## src/hmc_pkg.sv

```systemverilog
// Constants, types and register map of the halfword multiply-accumulate datapath
package hmc_pkg;

    // Bus geometry and register byte offsets
    localparam int          ADR_W      = 8;
    localparam logic [7:0]  OFF_INSN   = 8'h00;
    localparam logic [7:0]  OFF_SRC_A  = 8'h04;
    localparam logic [7:0]  OFF_SRC_B  = 8'h08;
    localparam logic [7:0]  OFF_ACC    = 8'h0c;
    localparam logic [7:0]  OFF_COND   = 8'h10;
    localparam logic [7:0]  OFF_FXER   = 8'h14;
    localparam logic [7:0]  OFF_STS    = 8'h18;
    localparam logic [7:0]  OFF_MASK   = 8'h1c;

    // Reset values
    localparam logic [31:0] RST_WORD   = 32'h0000_0000;
    localparam logic [2:0]  RST_EVT    = 3'h0;

    // Saturation limits
    localparam logic [31:0] SAT_U_MAX  = 32'hffff_ffff;
    localparam logic [31:0] SAT_S_MAX  = 32'h7fff_ffff;
    localparam logic [31:0] SAT_S_MIN  = 32'h8000_0000;

    // Exception register and first condition field bit positions
    localparam int          FX_SO      = 31;
    localparam int          FX_WRAP    = 30;
    localparam int          FCF_LSB    = 28;

    // Status and mask bit positions
    localparam int          EV_DONE    = 0;
    localparam int          EV_OVF     = 1;
    localparam int          EV_ILL     = 2;

    // Instruction encodings
    localparam logic [5:0]  OP_MAC     = 6'h04;
    localparam logic [5:0]  OP_CRL     = 6'h13;
    localparam logic [5:0]  OP_EXT     = 6'h1f;
    localparam logic [8:0]  XO_HHU     = 9'h00c;
    localparam logic [8:0]  XO_LLS     = 9'h1ac;
    localparam logic [8:0]  XO_LLSS    = 9'h1ec;
    localparam logic [8:0]  XO_LLUS    = 9'h1cc;
    localparam logic [8:0]  XO_LLU     = 9'h18c;
    localparam logic [9:0]  XO_FMOVE   = 10'h000;
    localparam logic [9:0]  XO_XMOVE   = 10'h200;

    // Accumulate kinds
    typedef enum logic [2:0] {
        MAC_NONE, MAC_HHU, MAC_LLS, MAC_LLSS, MAC_LLUS, MAC_LLU
    } hmc_mac_t;

    // Sequencer states
    typedef enum logic [1:0] {
        ST_IDLE = 2'b01,
        ST_EXEC = 2'b10
    } hmc_state_t;

endpackage

```

## src/hmc_mac_if.sv

```systemverilog
// Operand and result bundle between sequencer and accumulate unit
`timescale 1ns/1ps
interface hmc_mac_if;
    import hmc_pkg::*;
    hmc_mac_t    op;
    logic [31:0] src_a;
    logic [31:0] src_b;
    logic [31:0] acc;
    logic [31:0] res;
    logic        ovf;
    modport core (output op, src_a, src_b, acc, input res, ovf);
    modport unit (input op, src_a, src_b, acc, output res, ovf);
endinterface

```

## src/hmc_mac_unit.sv

```systemverilog
// Combinational halfword multiply with 33-bit accumulate and saturation
`timescale 1ns/1ps
module hmc_mac_unit (
    hmc_mac_if.unit m
);
    import hmc_pkg::*;

    logic [15:0] half_a;
    logic [15:0] half_b;
    logic        sgn;
    logic        sat;
    logic [31:0] opd_a;
    logic [31:0] opd_b;
    logic [31:0] prod;
    logic [32:0] temp;
    logic        s_ovf;

    // Halfword pick, signedness and saturation per kind
    always_comb
    begin
        half_a = m.src_a[15:0];
        half_b = m.src_b[15:0];
        sgn    = 1'b0;
        sat    = 1'b0;
        case (m.op)
            MAC_HHU:
            begin
                half_a = m.src_a[31:16];
                half_b = m.src_b[31:16];
            end
            MAC_LLS:  sgn = 1'b1;
            MAC_LLSS:
            begin
                sgn = 1'b1;
                sat = 1'b1;
            end
            MAC_LLUS: sat = 1'b1;
            MAC_LLU:  sat = 1'b0;
            default:  sat = 1'b0;
        endcase
    end

    // Product and 33-bit sum
    always_comb
    begin
        opd_a = sgn ? {{16{half_a[15]}}, half_a} : {16'h0000, half_a};
        opd_b = sgn ? {{16{half_b[15]}}, half_b} : {16'h0000, half_b};
        prod  = opd_a * opd_b;
        temp  = {1'b0, prod} + {1'b0, m.acc};
        s_ovf = (prod[31] == m.acc[31]) && (m.acc[31] != temp[31]);
        m.ovf = sgn ? s_ovf : temp[32];
        if (sat && sgn && s_ovf)
            m.res = m.acc[31] ? SAT_S_MIN : SAT_S_MAX;
        else if (sat && !sgn && temp[32])
            m.res = SAT_U_MAX;
        else
            m.res = temp[31:0];
    end

endmodule // hmc_mac_unit

```

## src/hmc_top.sv

```systemverilog
// Wishbone-attached multiply-accumulate and condition-field move datapath
`timescale 1ns/1ps
module hmc_top (
    // Clock and reset
    input  wire logic                       i_mclk,
    input  wire logic                       i_rst_n,
    // Wishbone slave
    input  wire logic                       i_wb_cyc,
    input  wire logic                       i_wb_stb,
    input  wire logic                       i_wb_we,
    input  wire logic [hmc_pkg::ADR_W-1:0]  i_wb_adr,
    input  wire logic [3:0]                 i_wb_sel,
    input  wire logic [31:0]                i_wb_dat,
    output logic      [31:0]                o_wb_dat,
    output logic                            o_wb_ack,
    // Interrupt
    output logic                            o_irq
);
    import hmc_pkg::*;

    // Byte-lane merge of a bus write
    function automatic logic [31:0] lane_merge(input logic [31:0] old_v,
                                               input logic [31:0] new_v,
                                               input logic [3:0]  sel);
        logic [31:0] r;
        r = old_v;
        for (int i = 0; i < 4; i++)
            if (sel[i])
                r[8*i +: 8] = new_v[8*i +: 8];
        return r;
    endfunction

    // Four-bit condition field at a bit position
    function automatic logic [3:0] fld(input logic [31:0] v, input logic [4:0] lsb);
        return v[lsb +: 4];
    endfunction

    // Registers
    logic [31:0] insn_q, insn_d;
    logic [31:0] src_a_reg_q, src_a_reg_d;
    logic [31:0] acc_q, acc_d;
    logic [31:0] src_b_reg_q, src_b_reg_d;
    logic [31:0] condition_register_q, condition_register_d;
    logic [31:0] fixed_point_exception_register_q, fixed_point_exception_register_d;
    logic [2:0]  sts_q, sts_d;
    logic [2:0]  msk_q, msk_d;
    logic        ack_q, ack_d;
    logic [31:0] rdat_q, rdat_d;
    logic        irq_q, irq_d;
    hmc_state_t  state_q, state_d;

    // Decode wires
    logic        commit;
    logic [5:0]  prim_op;
    logic [8:0]  xo9;
    logic [9:0]  xo10;
    logic        oe_flag;
    logic        record_flag;
    logic [4:0]  dest_lsb;
    logic [4:0]  src_lsb;
    logic        is_fmove;
    logic        is_xmove;
    hmc_mac_t    mac_op;
    logic [2:0]  ev;
    logic        so_now;
    logic [3:0]  first_condition_field;

    hmc_mac_if mac_bus ();

    hmc_mac_unit u_mac (
        .m (mac_bus)
    );

    // Operands to the accumulate unit
    assign mac_bus.op    = mac_op;
    assign mac_bus.src_a = src_a_reg_q;
    assign mac_bus.src_b = src_b_reg_q;
    assign mac_bus.acc   = acc_q;

    // Instruction fields; reserved bits are never examined
    always_comb
    begin
        prim_op     = insn_q[31:26];
        xo9         = insn_q[9:1];
        xo10        = insn_q[10:1];
        oe_flag     = insn_q[10];
        record_flag = insn_q[0];
        dest_lsb    = {~insn_q[25:23], 2'b00}; // Field n sits at 4*(7-n)
        src_lsb     = {~insn_q[20:18], 2'b00};
        is_fmove    = (prim_op == OP_CRL) && (xo10 == XO_FMOVE);
        is_xmove    = (prim_op == OP_EXT) && (xo10 == XO_XMOVE);
        mac_op      = MAC_NONE;
        if (prim_op == OP_MAC)
        begin
            case (xo9)
                XO_HHU:  mac_op = MAC_HHU;
                XO_LLS:  mac_op = MAC_LLS;
                XO_LLSS: mac_op = MAC_LLSS;
                XO_LLUS: mac_op = MAC_LLUS;
                XO_LLU:  mac_op = MAC_LLU;
                default: mac_op = MAC_NONE;
            endcase
        end
    end

    // Bus handshake: ack one cycle after request, write at ack edge
    always_comb
    begin
        ack_d  = i_wb_cyc && i_wb_stb && !ack_q;
        commit = i_wb_cyc && i_wb_stb && ack_q && i_wb_we;
        rdat_d = rdat_q;
        if (ack_d && !i_wb_we)
        begin
            case (i_wb_adr)
                OFF_INSN:  rdat_d = insn_q;
                OFF_SRC_A: rdat_d = src_a_reg_q;
                OFF_SRC_B: rdat_d = src_b_reg_q;
                OFF_ACC:   rdat_d = acc_q;
                OFF_COND:  rdat_d = condition_register_q;
                OFF_FXER:  rdat_d = fixed_point_exception_register_q;
                OFF_STS:   rdat_d = {29'h0, sts_q};
                OFF_MASK:  rdat_d = {29'h0, msk_q};
                default:   rdat_d = RST_WORD;
            endcase
        end
    end

    // Sequencer, register writes and instruction effects
    always_comb
    begin
        insn_d                           = insn_q;
        src_a_reg_d                      = src_a_reg_q;
        src_b_reg_d                      = src_b_reg_q;
        acc_d                            = acc_q;
        condition_register_d             = condition_register_q;
        fixed_point_exception_register_d = fixed_point_exception_register_q;
        msk_d                            = msk_q;
        state_d                          = state_q;
        ev                               = RST_EVT;
        so_now                           = fixed_point_exception_register_q[FX_SO];
        first_condition_field            = 4'h0;
        // Software writes
        if (commit)
        begin
            case (i_wb_adr)
                OFF_INSN:  insn_d = lane_merge(insn_q, i_wb_dat, i_wb_sel);
                OFF_SRC_A: src_a_reg_d = lane_merge(src_a_reg_q, i_wb_dat, i_wb_sel);
                OFF_SRC_B: src_b_reg_d = lane_merge(src_b_reg_q, i_wb_dat, i_wb_sel);
                OFF_ACC:   acc_d = lane_merge(acc_q, i_wb_dat, i_wb_sel);
                OFF_COND:  condition_register_d = lane_merge(condition_register_q, i_wb_dat, i_wb_sel);
                OFF_FXER:  fixed_point_exception_register_d =
                               lane_merge(fixed_point_exception_register_q, i_wb_dat, i_wb_sel);
                OFF_MASK:  msk_d = i_wb_sel[0] ? i_wb_dat[2:0] : msk_q;
                default:   msk_d = msk_q;
            endcase
        end
        case (state_q)
            ST_IDLE:
            begin
                if (commit && (i_wb_adr == OFF_INSN))
                    state_d = ST_EXEC;
            end
            ST_EXEC:
            begin
                state_d = ST_IDLE;
                if (mac_op != MAC_NONE)
                begin
                    acc_d        = mac_bus.res;
                    ev[EV_DONE]  = 1'b1;
                    ev[EV_OVF]   = mac_bus.ovf;
                    if (oe_flag)
                    begin
                        fixed_point_exception_register_d[FX_WRAP] = mac_bus.ovf;
                        so_now = fixed_point_exception_register_q[FX_SO] | mac_bus.ovf;
                        fixed_point_exception_register_d[FX_SO] = so_now;
                    end
                    if (record_flag)
                    begin
                        // Signed compare of the written value with zero
                        first_condition_field[3] = mac_bus.res[31];
                        first_condition_field[2] = !mac_bus.res[31] && (mac_bus.res != RST_WORD);
                        first_condition_field[1] = (mac_bus.res == RST_WORD);
                        first_condition_field[0] = so_now;
                        condition_register_d[FCF_LSB +: 4] = first_condition_field;
                    end
                end
                else if (is_fmove)
                begin
                    condition_register_d[dest_lsb +: 4] = fld(condition_register_q, src_lsb);
                    ev[EV_DONE] = 1'b1;
                end
                else if (is_xmove)
                begin
                    condition_register_d[dest_lsb +: 4] = fixed_point_exception_register_q[31:28];
                    fixed_point_exception_register_d[31:28] = 4'h0;
                    ev[EV_DONE] = 1'b1;
                end
                else
                    ev[EV_ILL] = 1'b1;
            end
            default: state_d = ST_IDLE;
        endcase
    end

    // Sticky status, write-one-to-clear, a new event wins over the clear
    always_comb
    begin
        sts_d = sts_q;
        if (commit && (i_wb_adr == OFF_STS) && i_wb_sel[0])
            sts_d = sts_q & ~i_wb_dat[2:0];
        sts_d = sts_d | ev;
        irq_d = |(sts_d & msk_d);
    end

    // State registers
    always_ff @(posedge i_mclk)
    begin
        if (!i_rst_n)
        begin
            insn_q                           <= RST_WORD;
            src_a_reg_q                      <= RST_WORD;
            src_b_reg_q                      <= RST_WORD;
            acc_q                            <= RST_WORD;
            condition_register_q             <= RST_WORD;
            fixed_point_exception_register_q <= RST_WORD;
            sts_q                            <= RST_EVT;
            msk_q                            <= RST_EVT;
            ack_q                            <= 1'b0;
            rdat_q                           <= RST_WORD;
            irq_q                            <= 1'b0;
            state_q                          <= ST_IDLE;
        end
        else
        begin
            insn_q                           <= insn_d;
            src_a_reg_q                      <= src_a_reg_d;
            src_b_reg_q                      <= src_b_reg_d;
            acc_q                            <= acc_d;
            condition_register_q             <= condition_register_d;
            fixed_point_exception_register_q <= fixed_point_exception_register_d;
            sts_q                            <= sts_d;
            msk_q                            <= msk_d;
            ack_q                            <= ack_d;
            rdat_q                           <= rdat_d;
            irq_q                            <= irq_d;
            state_q                          <= state_d;
        end
    end

    // Outputs straight from flops
    assign o_wb_ack = ack_q;
    assign o_wb_dat = rdat_q;
    assign o_irq    = irq_q;

    // Reference values for the checks below
    logic        in_exec;
    logic [31:0] exp_hhu;
    logic [31:0] exp_lls;
    logic [31:0] exp_llu;
    logic [32:0] sum_llu;
    logic [31:0] prod_lls;
    logic        lls_ovf;
    logic [31:0] exp_clamp;
    logic [3:0]  exp_fmove;
    logic [3:0]  fxer_top;

    always_comb
    begin
        in_exec   = (state_q == ST_EXEC);
        exp_hhu   = {16'h0000, src_a_reg_q[31:16]} * {16'h0000, src_b_reg_q[31:16]} + acc_q;
        prod_lls  = {{16{src_a_reg_q[15]}}, src_a_reg_q[15:0]} * {{16{src_b_reg_q[15]}}, src_b_reg_q[15:0]};
        exp_lls   = prod_lls + acc_q;
        sum_llu   = {1'b0, {16'h0000, src_a_reg_q[15:0]} * {16'h0000, src_b_reg_q[15:0]}} + {1'b0, acc_q};
        exp_llu   = sum_llu[31:0];
        lls_ovf   = (prod_lls[31] == acc_q[31]) && (exp_lls[31] != acc_q[31]);
        exp_clamp = acc_q[31] ? SAT_S_MIN : SAT_S_MAX;
        exp_fmove = fld(condition_register_q, src_lsb);
        fxer_top  = fixed_point_exception_register_q[31:28];
    end

    property p_hhu_mod;
        @(posedge i_mclk) disable iff (!i_rst_n)
        in_exec && (mac_op == MAC_HHU) |=> acc_q == $past(exp_hhu);
    endproperty
    a_hhu_mod: assert property (p_hhu_mod) else $error("high-high modulo sum wrong");

    property p_lls_mod;
        @(posedge i_mclk) disable iff (!i_rst_n)
        in_exec && (mac_op == MAC_LLS) |=> acc_q == $past(exp_lls);
    endproperty
    a_lls_mod: assert property (p_lls_mod) else $error("low signed modulo sum wrong");

    property p_llu_mod;
        @(posedge i_mclk) disable iff (!i_rst_n)
        in_exec && (mac_op == MAC_LLU) |=> acc_q == $past(exp_llu);
    endproperty
    a_llu_mod: assert property (p_llu_mod) else $error("low unsigned modulo sum wrong");

    property p_sat_signed;
        @(posedge i_mclk) disable iff (!i_rst_n)
        in_exec && (mac_op == MAC_LLSS) |=> acc_q == ($past(lls_ovf) ? $past(exp_clamp) : $past(exp_lls));
    endproperty
    a_sat_signed: assert property (p_sat_signed) else $error("signed saturation wrong");

    property p_sat_unsigned;
        @(posedge i_mclk) disable iff (!i_rst_n)
        in_exec && (mac_op == MAC_LLUS) |=> acc_q == ($past(sum_llu[32]) ? SAT_U_MAX : $past(exp_llu));
    endproperty
    a_sat_unsigned: assert property (p_sat_unsigned) else $error("unsigned saturation wrong");

    property p_record;
        @(posedge i_mclk) disable iff (!i_rst_n)
        in_exec && (mac_op != MAC_NONE) && record_flag |=>
            (condition_register_q[FCF_LSB+1] == (acc_q == RST_WORD))
            && (condition_register_q[FCF_LSB+2] == (!acc_q[31] && (acc_q != RST_WORD)))
            && (condition_register_q[FCF_LSB+3] == acc_q[31])
            && (condition_register_q[FCF_LSB] == fixed_point_exception_register_q[FX_SO]);
    endproperty
    a_record: assert property (p_record) else $error("first condition field not updated");

    property p_oe_flags;
        @(posedge i_mclk) disable iff (!i_rst_n)
        in_exec && (mac_op != MAC_NONE) && oe_flag && mac_bus.ovf |=>
            fixed_point_exception_register_q[FX_WRAP] && fixed_point_exception_register_q[FX_SO];
    endproperty
    a_oe_flags: assert property (p_oe_flags) else $error("overflow flags not set");

    property p_fmove;
        @(posedge i_mclk) disable iff (!i_rst_n)
        in_exec && (mac_op == MAC_NONE) && is_fmove |=>
            fld(condition_register_q, $past(dest_lsb)) == $past(exp_fmove);
    endproperty
    a_fmove: assert property (p_fmove) else $error("field move wrong");

    property p_xmove;
        @(posedge i_mclk) disable iff (!i_rst_n)
        in_exec && (mac_op == MAC_NONE) && !is_fmove && is_xmove |=>
            (fld(condition_register_q, $past(dest_lsb)) == $past(fxer_top)) && (fxer_top == 4'h0);
    endproperty
    a_xmove: assert property (p_xmove) else $error("exception move wrong");

endmodule // hmc_top

```

## config.mk

```make
export PLATFORM = sky130hd
export DESIGN_NAME = hmc_top
export DESIGN_NICKNAME = d
export VERILOG_FILES = /design/src/hmc_pkg.sv /design/src/hmc_mac_if.sv /design/src/hmc_mac_unit.sv /design/src/hmc_top.sv
export SDC_FILE = /design/constraint.sdc
export NUM_CORES = 2
export LEC_CHECK = 0
export ABC_AREA = 1
export BUFFER_PORTS_ARGS = -buffer_cell sky130_fd_sc_hd__buf_2
export CAP_MARGIN = 5
export CORE_MARGIN = 10
export CORE_UTILIZATION = 54
export DETAILED_ROUTE_END_ITERATION = 7
export GPL_TIMING_DRIVEN = 1
export PLACE_DENSITY = 0.71
export SLEW_MARGIN = 10
export SYNTH_ARGS = -nofsm -noshare
export SYNTH_HDL_FRONTEND = slang
export SYNTH_SLANG_ARGS = --single-unit
```

## constraint.sdc

```tcl
create_clock -name i_mclk -period 11.74 [get_ports i_mclk]
set_clock_uncertainty 0.15 [all_clocks]
set_input_delay 2.348 -clock i_mclk [delete_from_list [all_inputs] [get_ports i_mclk]]
set_output_delay 2.348 -clock i_mclk [all_outputs]
set_load 0.005 [all_outputs]
```

==> Word level (Yosys, flattened, before mapping) <==
Index checks and enable logic that the tools add are counted.
{ "totals": {"word_cells": 168, "output_inout_bits": 34, "ramBits": 0, "latchBits": 0, "memories": 0, "reg_bits": 234, "romBits": 0} }
{ "classes": {"shifts": 4, "div_mod_pow": 0, "n_eq_ne": 24, "order_cmp": 0, "muxes": 60, "add_sub_neg": 2, "bitwise": 7, "multipliers": 1, "reduce_logical": 45} }
{ "op_table": {"columns": ["op", "count"], "rows": [
  ["two-way mux 32 bit", 16],
  ["one-hot mux 32 bit (8 select lines)", 1],
  ["two-way mux 8 bit", 12],
  ["bitwise mux 32 bit", 2],
  ["variable part select 4 x 7 -> 32 bit", 2],
  ["AND reduction 3 bit", 16],
  ["== test 9 bit, second input constant", 4],
  ["adder 32 x 32 -> 33 bit", 1],
  ["== test 8 x 5 -> 1 bit, second input constant", 4],
  ["logical NOT 32 bit", 1],
  ["multiplier 32 x 32 -> 32 bit", 1],
  ["two-way mux 16 bit", 2],
  ["nonzero test 32 bit", 1],
  ["variable shift 4 x 7 -> 32 bit, first input constant", 1],
  ["variable part select 32 x 6 -> 4 bit", 1],
  ["two-way mux 28 bit", 1],
  ["two-way mux 4 bit", 5],
  ["two-way mux 3 bit", 6],
  ["== test 8 x 4 -> 1 bit, second input constant", 2],
  ["logical AND 1 bit", 16],
  ["one-hot mux 3 bit (5 select lines)", 1],
  ["== test 6 x 5 -> 1 bit, second input constant", 2],
  ["two-way mux 1 bit", 11],
  ["== test 10 bit, second input constant", 1],
  ["23 further kinds", 33]
]} }

==> Logic depth before layout (Yosys ltp) <==
{ "depth": {"word_depth": 18, "depth_mapped": 64, "ltp_nobuf": 63} }

==> By module <==
From an unflattened synthesis, not the netlist that was laid out.
{ "hier_totals": {"cells_unflattened": 3836, "area_unflattened_um2": 27327.5} }
{ "modules_own_cells": {"columns": ["mod", "instances", "area_each_um2", "cells_per_inst", "seq_area_each_um2"], "rows": [
  ["hmc_mac_unit", 1, 15765.1, 2094, 0.0],
  ["hmc_top", 1, 11562.3, 1742, 4684.5]
]} }

==> Worst setup path before layout <==
OpenSTA, ideal clock, no wires.
{ "synth_path": {"path_type": "register to register", "from": "register insn_q[29]", "to": "register acc_q[25]", "n_path_buf": 6, "required_ns": 11.481, "setup_slack_ns": 1.420, "arrival_time_ns": 10.061, "synth_period_minus_slack_ns": 10.320, "setup_ns": 0.109, "stages_incl_launch_ff": 53, "cell_sequence": "dfxtp_1 -> nor2_1 -> nand4_2 -> nor2_8 -> nand2_4 -> nor2_8 -> buf_12 -> buf_6 -> buf_6 -> nor2_1 -> nor2_1 -> inv_1 -> nor2_1 -> nand2_1 -> inv_1 -> fa_1 -> fa_1 -> fa_1 -> (+17 left out) -> a21oi_1 -> nor2_1 -> nor2_1 -> xor2_1 -> ha_1 -> nand2_1 -> inv_1 -> a21oi_1 -> nand2_1 -> a21oi_1 -> nand2_2 -> nand4_2 -> buf_2 -> buf_1 -> buf_2 -> nand3_1 -> nand2_1 -> inv_1"} }
{ "synth_between": {"elab_chain_len": 14, "word_cells_on_any_way": 29, "classes_between": "1 x add/sub; 1 x mul; 7 x eq/ne; 11 x mux; 9 x reduce/logical"} }
{ "synth_rtl": {"columns": ["element", "line", "rtl"], "rows": [
  ["from (decl)", "hmc_top.sv:39", "logic [31:0] insn_q, insn_d;"],
  ["from (signal assigned)", "hmc_top.sv:235", "insn_q <= insn_d;"],
  ["== test 6 x 3 -> 1 bit *", "hmc_top.sv:93", "if (prim_op == OP_MAC)"],
  ["two-way mux 3 bit *", "hmc_top.sv:93", null],
  ["== test 3 x 2 -> 1 bit", "hmc_mac_unit.sv:25", "case (m.op)"],
  ["OR reduction 2 bit (no source line)", null, null],
  ["two-way mux 1 bit", "hmc_mac_unit.sv:25", null],
  ["two-way mux 32 bit, on equally long branches", "hmc_mac_unit.sv:46, hmc_mac_unit.sv:47", null],
  ["multiplier 32 x 32 -> 32 bit", "hmc_mac_unit.sv:48", "prod = opd_a * opd_b;"],
  ["adder 32 x 32 -> 33 bit", "hmc_mac_unit.sv:49", "temp = {1'b0, prod} + {1'b0, m.acc};"],
  ["!= test 1 bit", "hmc_mac_unit.sv:50", "s_ovf = (prod[31] == m.acc[31]) && (m.acc[31] != temp[31]);"],
  ["logical AND 1 bit", "hmc_mac_unit.sv:50", null],
  ["logical AND 1 bit", "hmc_mac_unit.sv:52", "if (sat && sgn && s_ovf)"],
  ["two-way mux 32 bit", "hmc_mac_unit.sv:52", null],
  ["two-way mux 32 bit *", "hmc_top.sv:166", "if (mac_op != MAC_NONE)"],
  ["two-way mux 32 bit *", "hmc_top.sv:157", "case (state_q)"],
  ["to (signal assigned)", "hmc_top.sv:223", "acc_q <= RST_WORD;"],
  ["to (signal assigned)", "hmc_top.sv:238", "acc_q <= acc_d;"],
  ["to (decl)", "hmc_top.sv:41", "logic [31:0] acc_q, acc_d;"]
]} }
Every way passes the cells marked *; elsewhere a longest branch is shown, timed or not.
A chain may end at the register's enable or synchronous reset.

==> Final worst setup path <==
{ "layout_path": {"from": "register insn_q[26]", "to": "register condition_register_q[29]"} }
{ "layout_between": {"elab_chain_len": 16, "word_cells_on_any_way": 37, "classes_between": "1 x add/sub; 1 x mul; 9 x eq/ne; 14 x mux; 12 x reduce/logical"} }
{ "layout_rtl": {"columns": ["element", "line", "rtl"], "rows": [
  ["== test 6 x 3 -> 1 bit", "hmc_top.sv:93", null],
  ["two-way mux 3 bit", "hmc_top.sv:93", null],
  ["== test 3 x 2 -> 1 bit", "hmc_mac_unit.sv:25", null],
  ["OR reduction 2 bit (no source line)", null, null],
  ["two-way mux 1 bit", "hmc_mac_unit.sv:25", null],
  ["two-way mux 32 bit, on equally long branches", "hmc_mac_unit.sv:46, hmc_mac_unit.sv:47", null],
  ["multiplier 32 x 32 -> 32 bit", "hmc_mac_unit.sv:48", null],
  ["adder 32 x 32 -> 33 bit", "hmc_mac_unit.sv:49", null],
  ["!= test 1 bit", "hmc_mac_unit.sv:50", null],
  ["logical AND 1 bit", "hmc_mac_unit.sv:50", null],
  ["logical AND 1 bit", "hmc_mac_unit.sv:52", null],
  ["two-way mux 32 bit", "hmc_mac_unit.sv:52", null],
  ["logical NOT 32 bit", "hmc_top.sv:182", "first_condition_field[1] = (mac_bus.res == RST_WORD);"],
  ["two-way mux 4 bit", "hmc_top.sv:177", "if (record_flag)"],
  ["two-way mux 4 bit *", "hmc_top.sv:166", null],
  ["two-way mux 32 bit *", "hmc_top.sv:157", null],
  ["to (signal assigned)", "hmc_top.sv:239", "condition_register_q <= condition_register_d;"],
  ["to (decl)", "hmc_top.sv:43", "logic [31:0] condition_register_q, condition_register_d;"]
]} }
Marks and branches as above.

==> run summary <==
Async S/R FF share, synth = 0%
NetSw = 395 uW
clk_lat worst skew = 0.54 ns
Mapped Nets = 4311
top-level port count = 83
Startpoint Class = flip-flop
DR vias/cell = 5.76
# DRC = 1
r2r setup slk = 0.62 ns
Compound-Gate Fraction of Synth Area = 14.6%
worst min path class = reg -> reg
multiplexer share of the synthesized area = 0%
cell count after synthesis = 3763
post-route minimum period = 11.12 ns
Synth Area in Simple Gates = 21.4%
number of enable flip-flop cells after synthesis = 0
vias in the first global route = 24910
Min-Delay Endpoint = fixed_point_exception_register_q[12]$_SDFFE_PN0P_
initial antenna violation count = 3
XOR/XNOR Fraction of Synth Area = 2.22%
worst-path maximum fanout = 15
Synth cell types = 62
Int Power = 1270 uW
Total Power = 1670 uW
clk sinks = 234
most frequent cells in the layout = nand2_1, inv_1, nor2_1
failing checks = design-rule violations
cell taking the most area after synthesis = fa_1
yosys warns = 0
min-delay src = fixed_point_exception_register_q[12]$_SDFFE_PN0P_
hold depth = 2
TritonCTS buffer count = 24
post-synthesis adder-cell area fraction = 32.5%
Worst-path clk slew = 0.07 ns
Synth Flop Type = dfxtp_1
placed insts = 4493
die span in y = 245 um
CTS tree = built
Sw Ratio = 23.7%
Seq/Total Area, Yosys = 17.2%
status = finished, violations left
Setup CP Type = reg -> reg
final hold viol count = 0
max cap viols = 0
top-area cell type share of the netlist area = 25.5%
Critical path origin = insn_q[26]$_SDFFE_PN0P_
Pre-Repair DR Iteration Count = 8
vias = 26161
Routed Antenna Nets = 0
CP Data Arrival Time = 11.43 ns
RR Startpoint = insn_q[26]$_SDFFE_PN0P_
CORE AREA = 0.0500 mm^2
most used cell, CP = nand2_1
final setup vio count = 0
Wirelength per Cell = 22.3 um
largest net degree at the start of global routing = 82
CTS HTree Levels = 1
PortBufs = 82
Slew Viols, Final = 0
FF-to-FF End = condition_register_q[29]$_SDFF_PN0_
routability cong. = 1.02
main combinational cell family by area after synthesis = adder cells
Worst path max stage delay = 0.51 ns
post-synthesis cell area = 0.0272 mm^2
clock share of power = 49.4%
maximum VDD drop = 0.0968 mV
Die Area = 0.0598 mm^2
WL final = 101000 um
chip width = 245 um
Final Cycle Share = 94.7%
1st-iter DRT viols = 3144
Max clock buf depth = 3
Worst Tran Pin Value = 1.10 ns
Required @ worst endpoint = 12.05 ns
crit end category = flip-flop
Overall Global Routing Usage = 33.5%
syn avg cell area = 7.24 um^2
pre-CTS WS = 0.194 ns
global route overflow = 0
#FFs+latches synth = 234
first-pass GRT wire length = 153000 um
fmax = 89.9 MHz
Gate power share = 3.0%
commonest non-fill, non-tap cell in the layout = nand2_1
initial core utilization = 54.5%
share of cells above drive strength 1 = 8.22%
fin cells = 4542
Slew headroom = 26.2%
ranking of synthesized cells by area = fa_1, dfxtp_1, nand2_1
Detailed Place HPWL = 84500 um
setup ws final = 0.622 ns
worst r2r path cells = 55
leakage = 0.0140 uW
critical path's slowest cell = fa_1
CTS Root Cell = clkbuf_16
row count = 82
PD cells = 56.1 mW/mm^2
nets@finish = 4401
power share of the sequential group = 47.6%
area delta synth->final = 9.05%
-- cells by family after synthesis --
family	Yosys count
DFF	234
adders and majority gates	499
and+or+nand+nor	1423
buffers and inverters	855
AOI/OAI and AO/OA	683
xor gates and xnor gates	69
-- flip-flops by register name, summed over array words and instances, names as in the netlist --
register / cells
acc_q: 32
condition_register_q: 32
fixed_point_exception_register_q: 32
insn_q: 32
mac_bus.src_a: 32
mac_bus.src_b: 32
o_wb_dat: 32
msk_q: 3
sts_q: 3
state_q: 2
o_irq: 1
o_wb_ack: 1
-- synthesized netlist by cell type, drive strengths merged, types with 4 or more instances --
master   instances
nand4           20
nor4             7
a221oi           7
nand2          779
o2111ai         14
nand3          129
buf             34
xnor2           40
clkinv          16
inv            717
o221ai           4
a211oi          10
nor3            29
o21bai          11
o32ai            5
clkbuf          88
nor2           450
a21oi          280
o211ai          10
o21ai          210
xor2            29
fa             347
a22oi           38
o31ai           16
a32oi            5
dfxtp          234
a22o             4
ha             152
o22ai           48
a31oi            7
-- power by group through the flow --
stage                     logic (uW)  clock network (uW)  registers, uW
final                           49.7                 824            794
after detailed placement        47.2                   0            812
after global routing            51.8                 851            793
after floorplan                 20.9                   0            812
after global placement          47.2                   0            812
after CTS                       47.2                 820            794
-- layer usage --
layer  wire [um]  part of all wire [%]  up-vias  global-route usage, %
met2       41700                    41     1475                   48.0
met1       43300                    43    12489                   48.9
met3       13100                    13      204                   9.08
met5          13                 0.013        -                      0
li1            -                     -    11991                      -
met4        3210                   3.2        2                   8.57
-- cell type report --
class,count,area (um^2)
multi-input cells,2675,19400
diodes,1,2.50
well taps,672,841
clock buffers,31,668
repair buffers,185,1210
flip-flops and latches,234,4690
clock inverters,11,139
inverters,733,2760
fillers,4910,20300
-- critical path, delay by kind of cell, from the launching register on --
| family | cells | cell delay (ns) |
|---|---|---|
| DFF | 1 | 0.35 |
| xor gates and xnor gates | 1 | 0.15 |
| adders and majority gates | 10 | 4.15 |
| AOI/OAI and AO/OA | 8 | 1.68 |
| buffers and inverters | 10 | 1.28 |
| and+or+nand+nor | 26 | 3.26 |
-- worst max path at each step --
stage / end / depth (start not counted)
2_1_floorplan: acc_q[25]$_SDFF_PN0_ / 52
3_3_place_gp: condition_register_q[30]$_SDFF_PN0_ / 55
3_5_place_dp: condition_register_q[30]$_SDFF_PN0_ / 55
4_1_cts: condition_register_q[29]$_SDFF_PN0_ / 53
5_1_grt: condition_register_q[30]$_SDFF_PN0_ / 58
6_report: condition_register_q[29]$_SDFF_PN0_ / 55
-- timing repair --
item	4_1_cts	5_1_grt
hold buffers	0	0
buffers inserted	0	5
resized for setup	0	32
setup endpoints to repair	0	23
-- stage by stage --
step | hold WS (ns) | setup TNS, ns | utilization [%] | area (um^2)
finish | 0.303 | 0 | 59.4 | 29700
global route | 0.327 | -0.00926 | 59.4 | 29700
CTS | 0.300 | 0 | 59.1 | 29500
detailed placement | 0.291 | 0 | 57.5 | 28700
global placement | 0.285 | 0 | 57.5 | 28700
floorplan | 0.275 | 0 | - | 27200
Power figures use the tool's default switching activity.
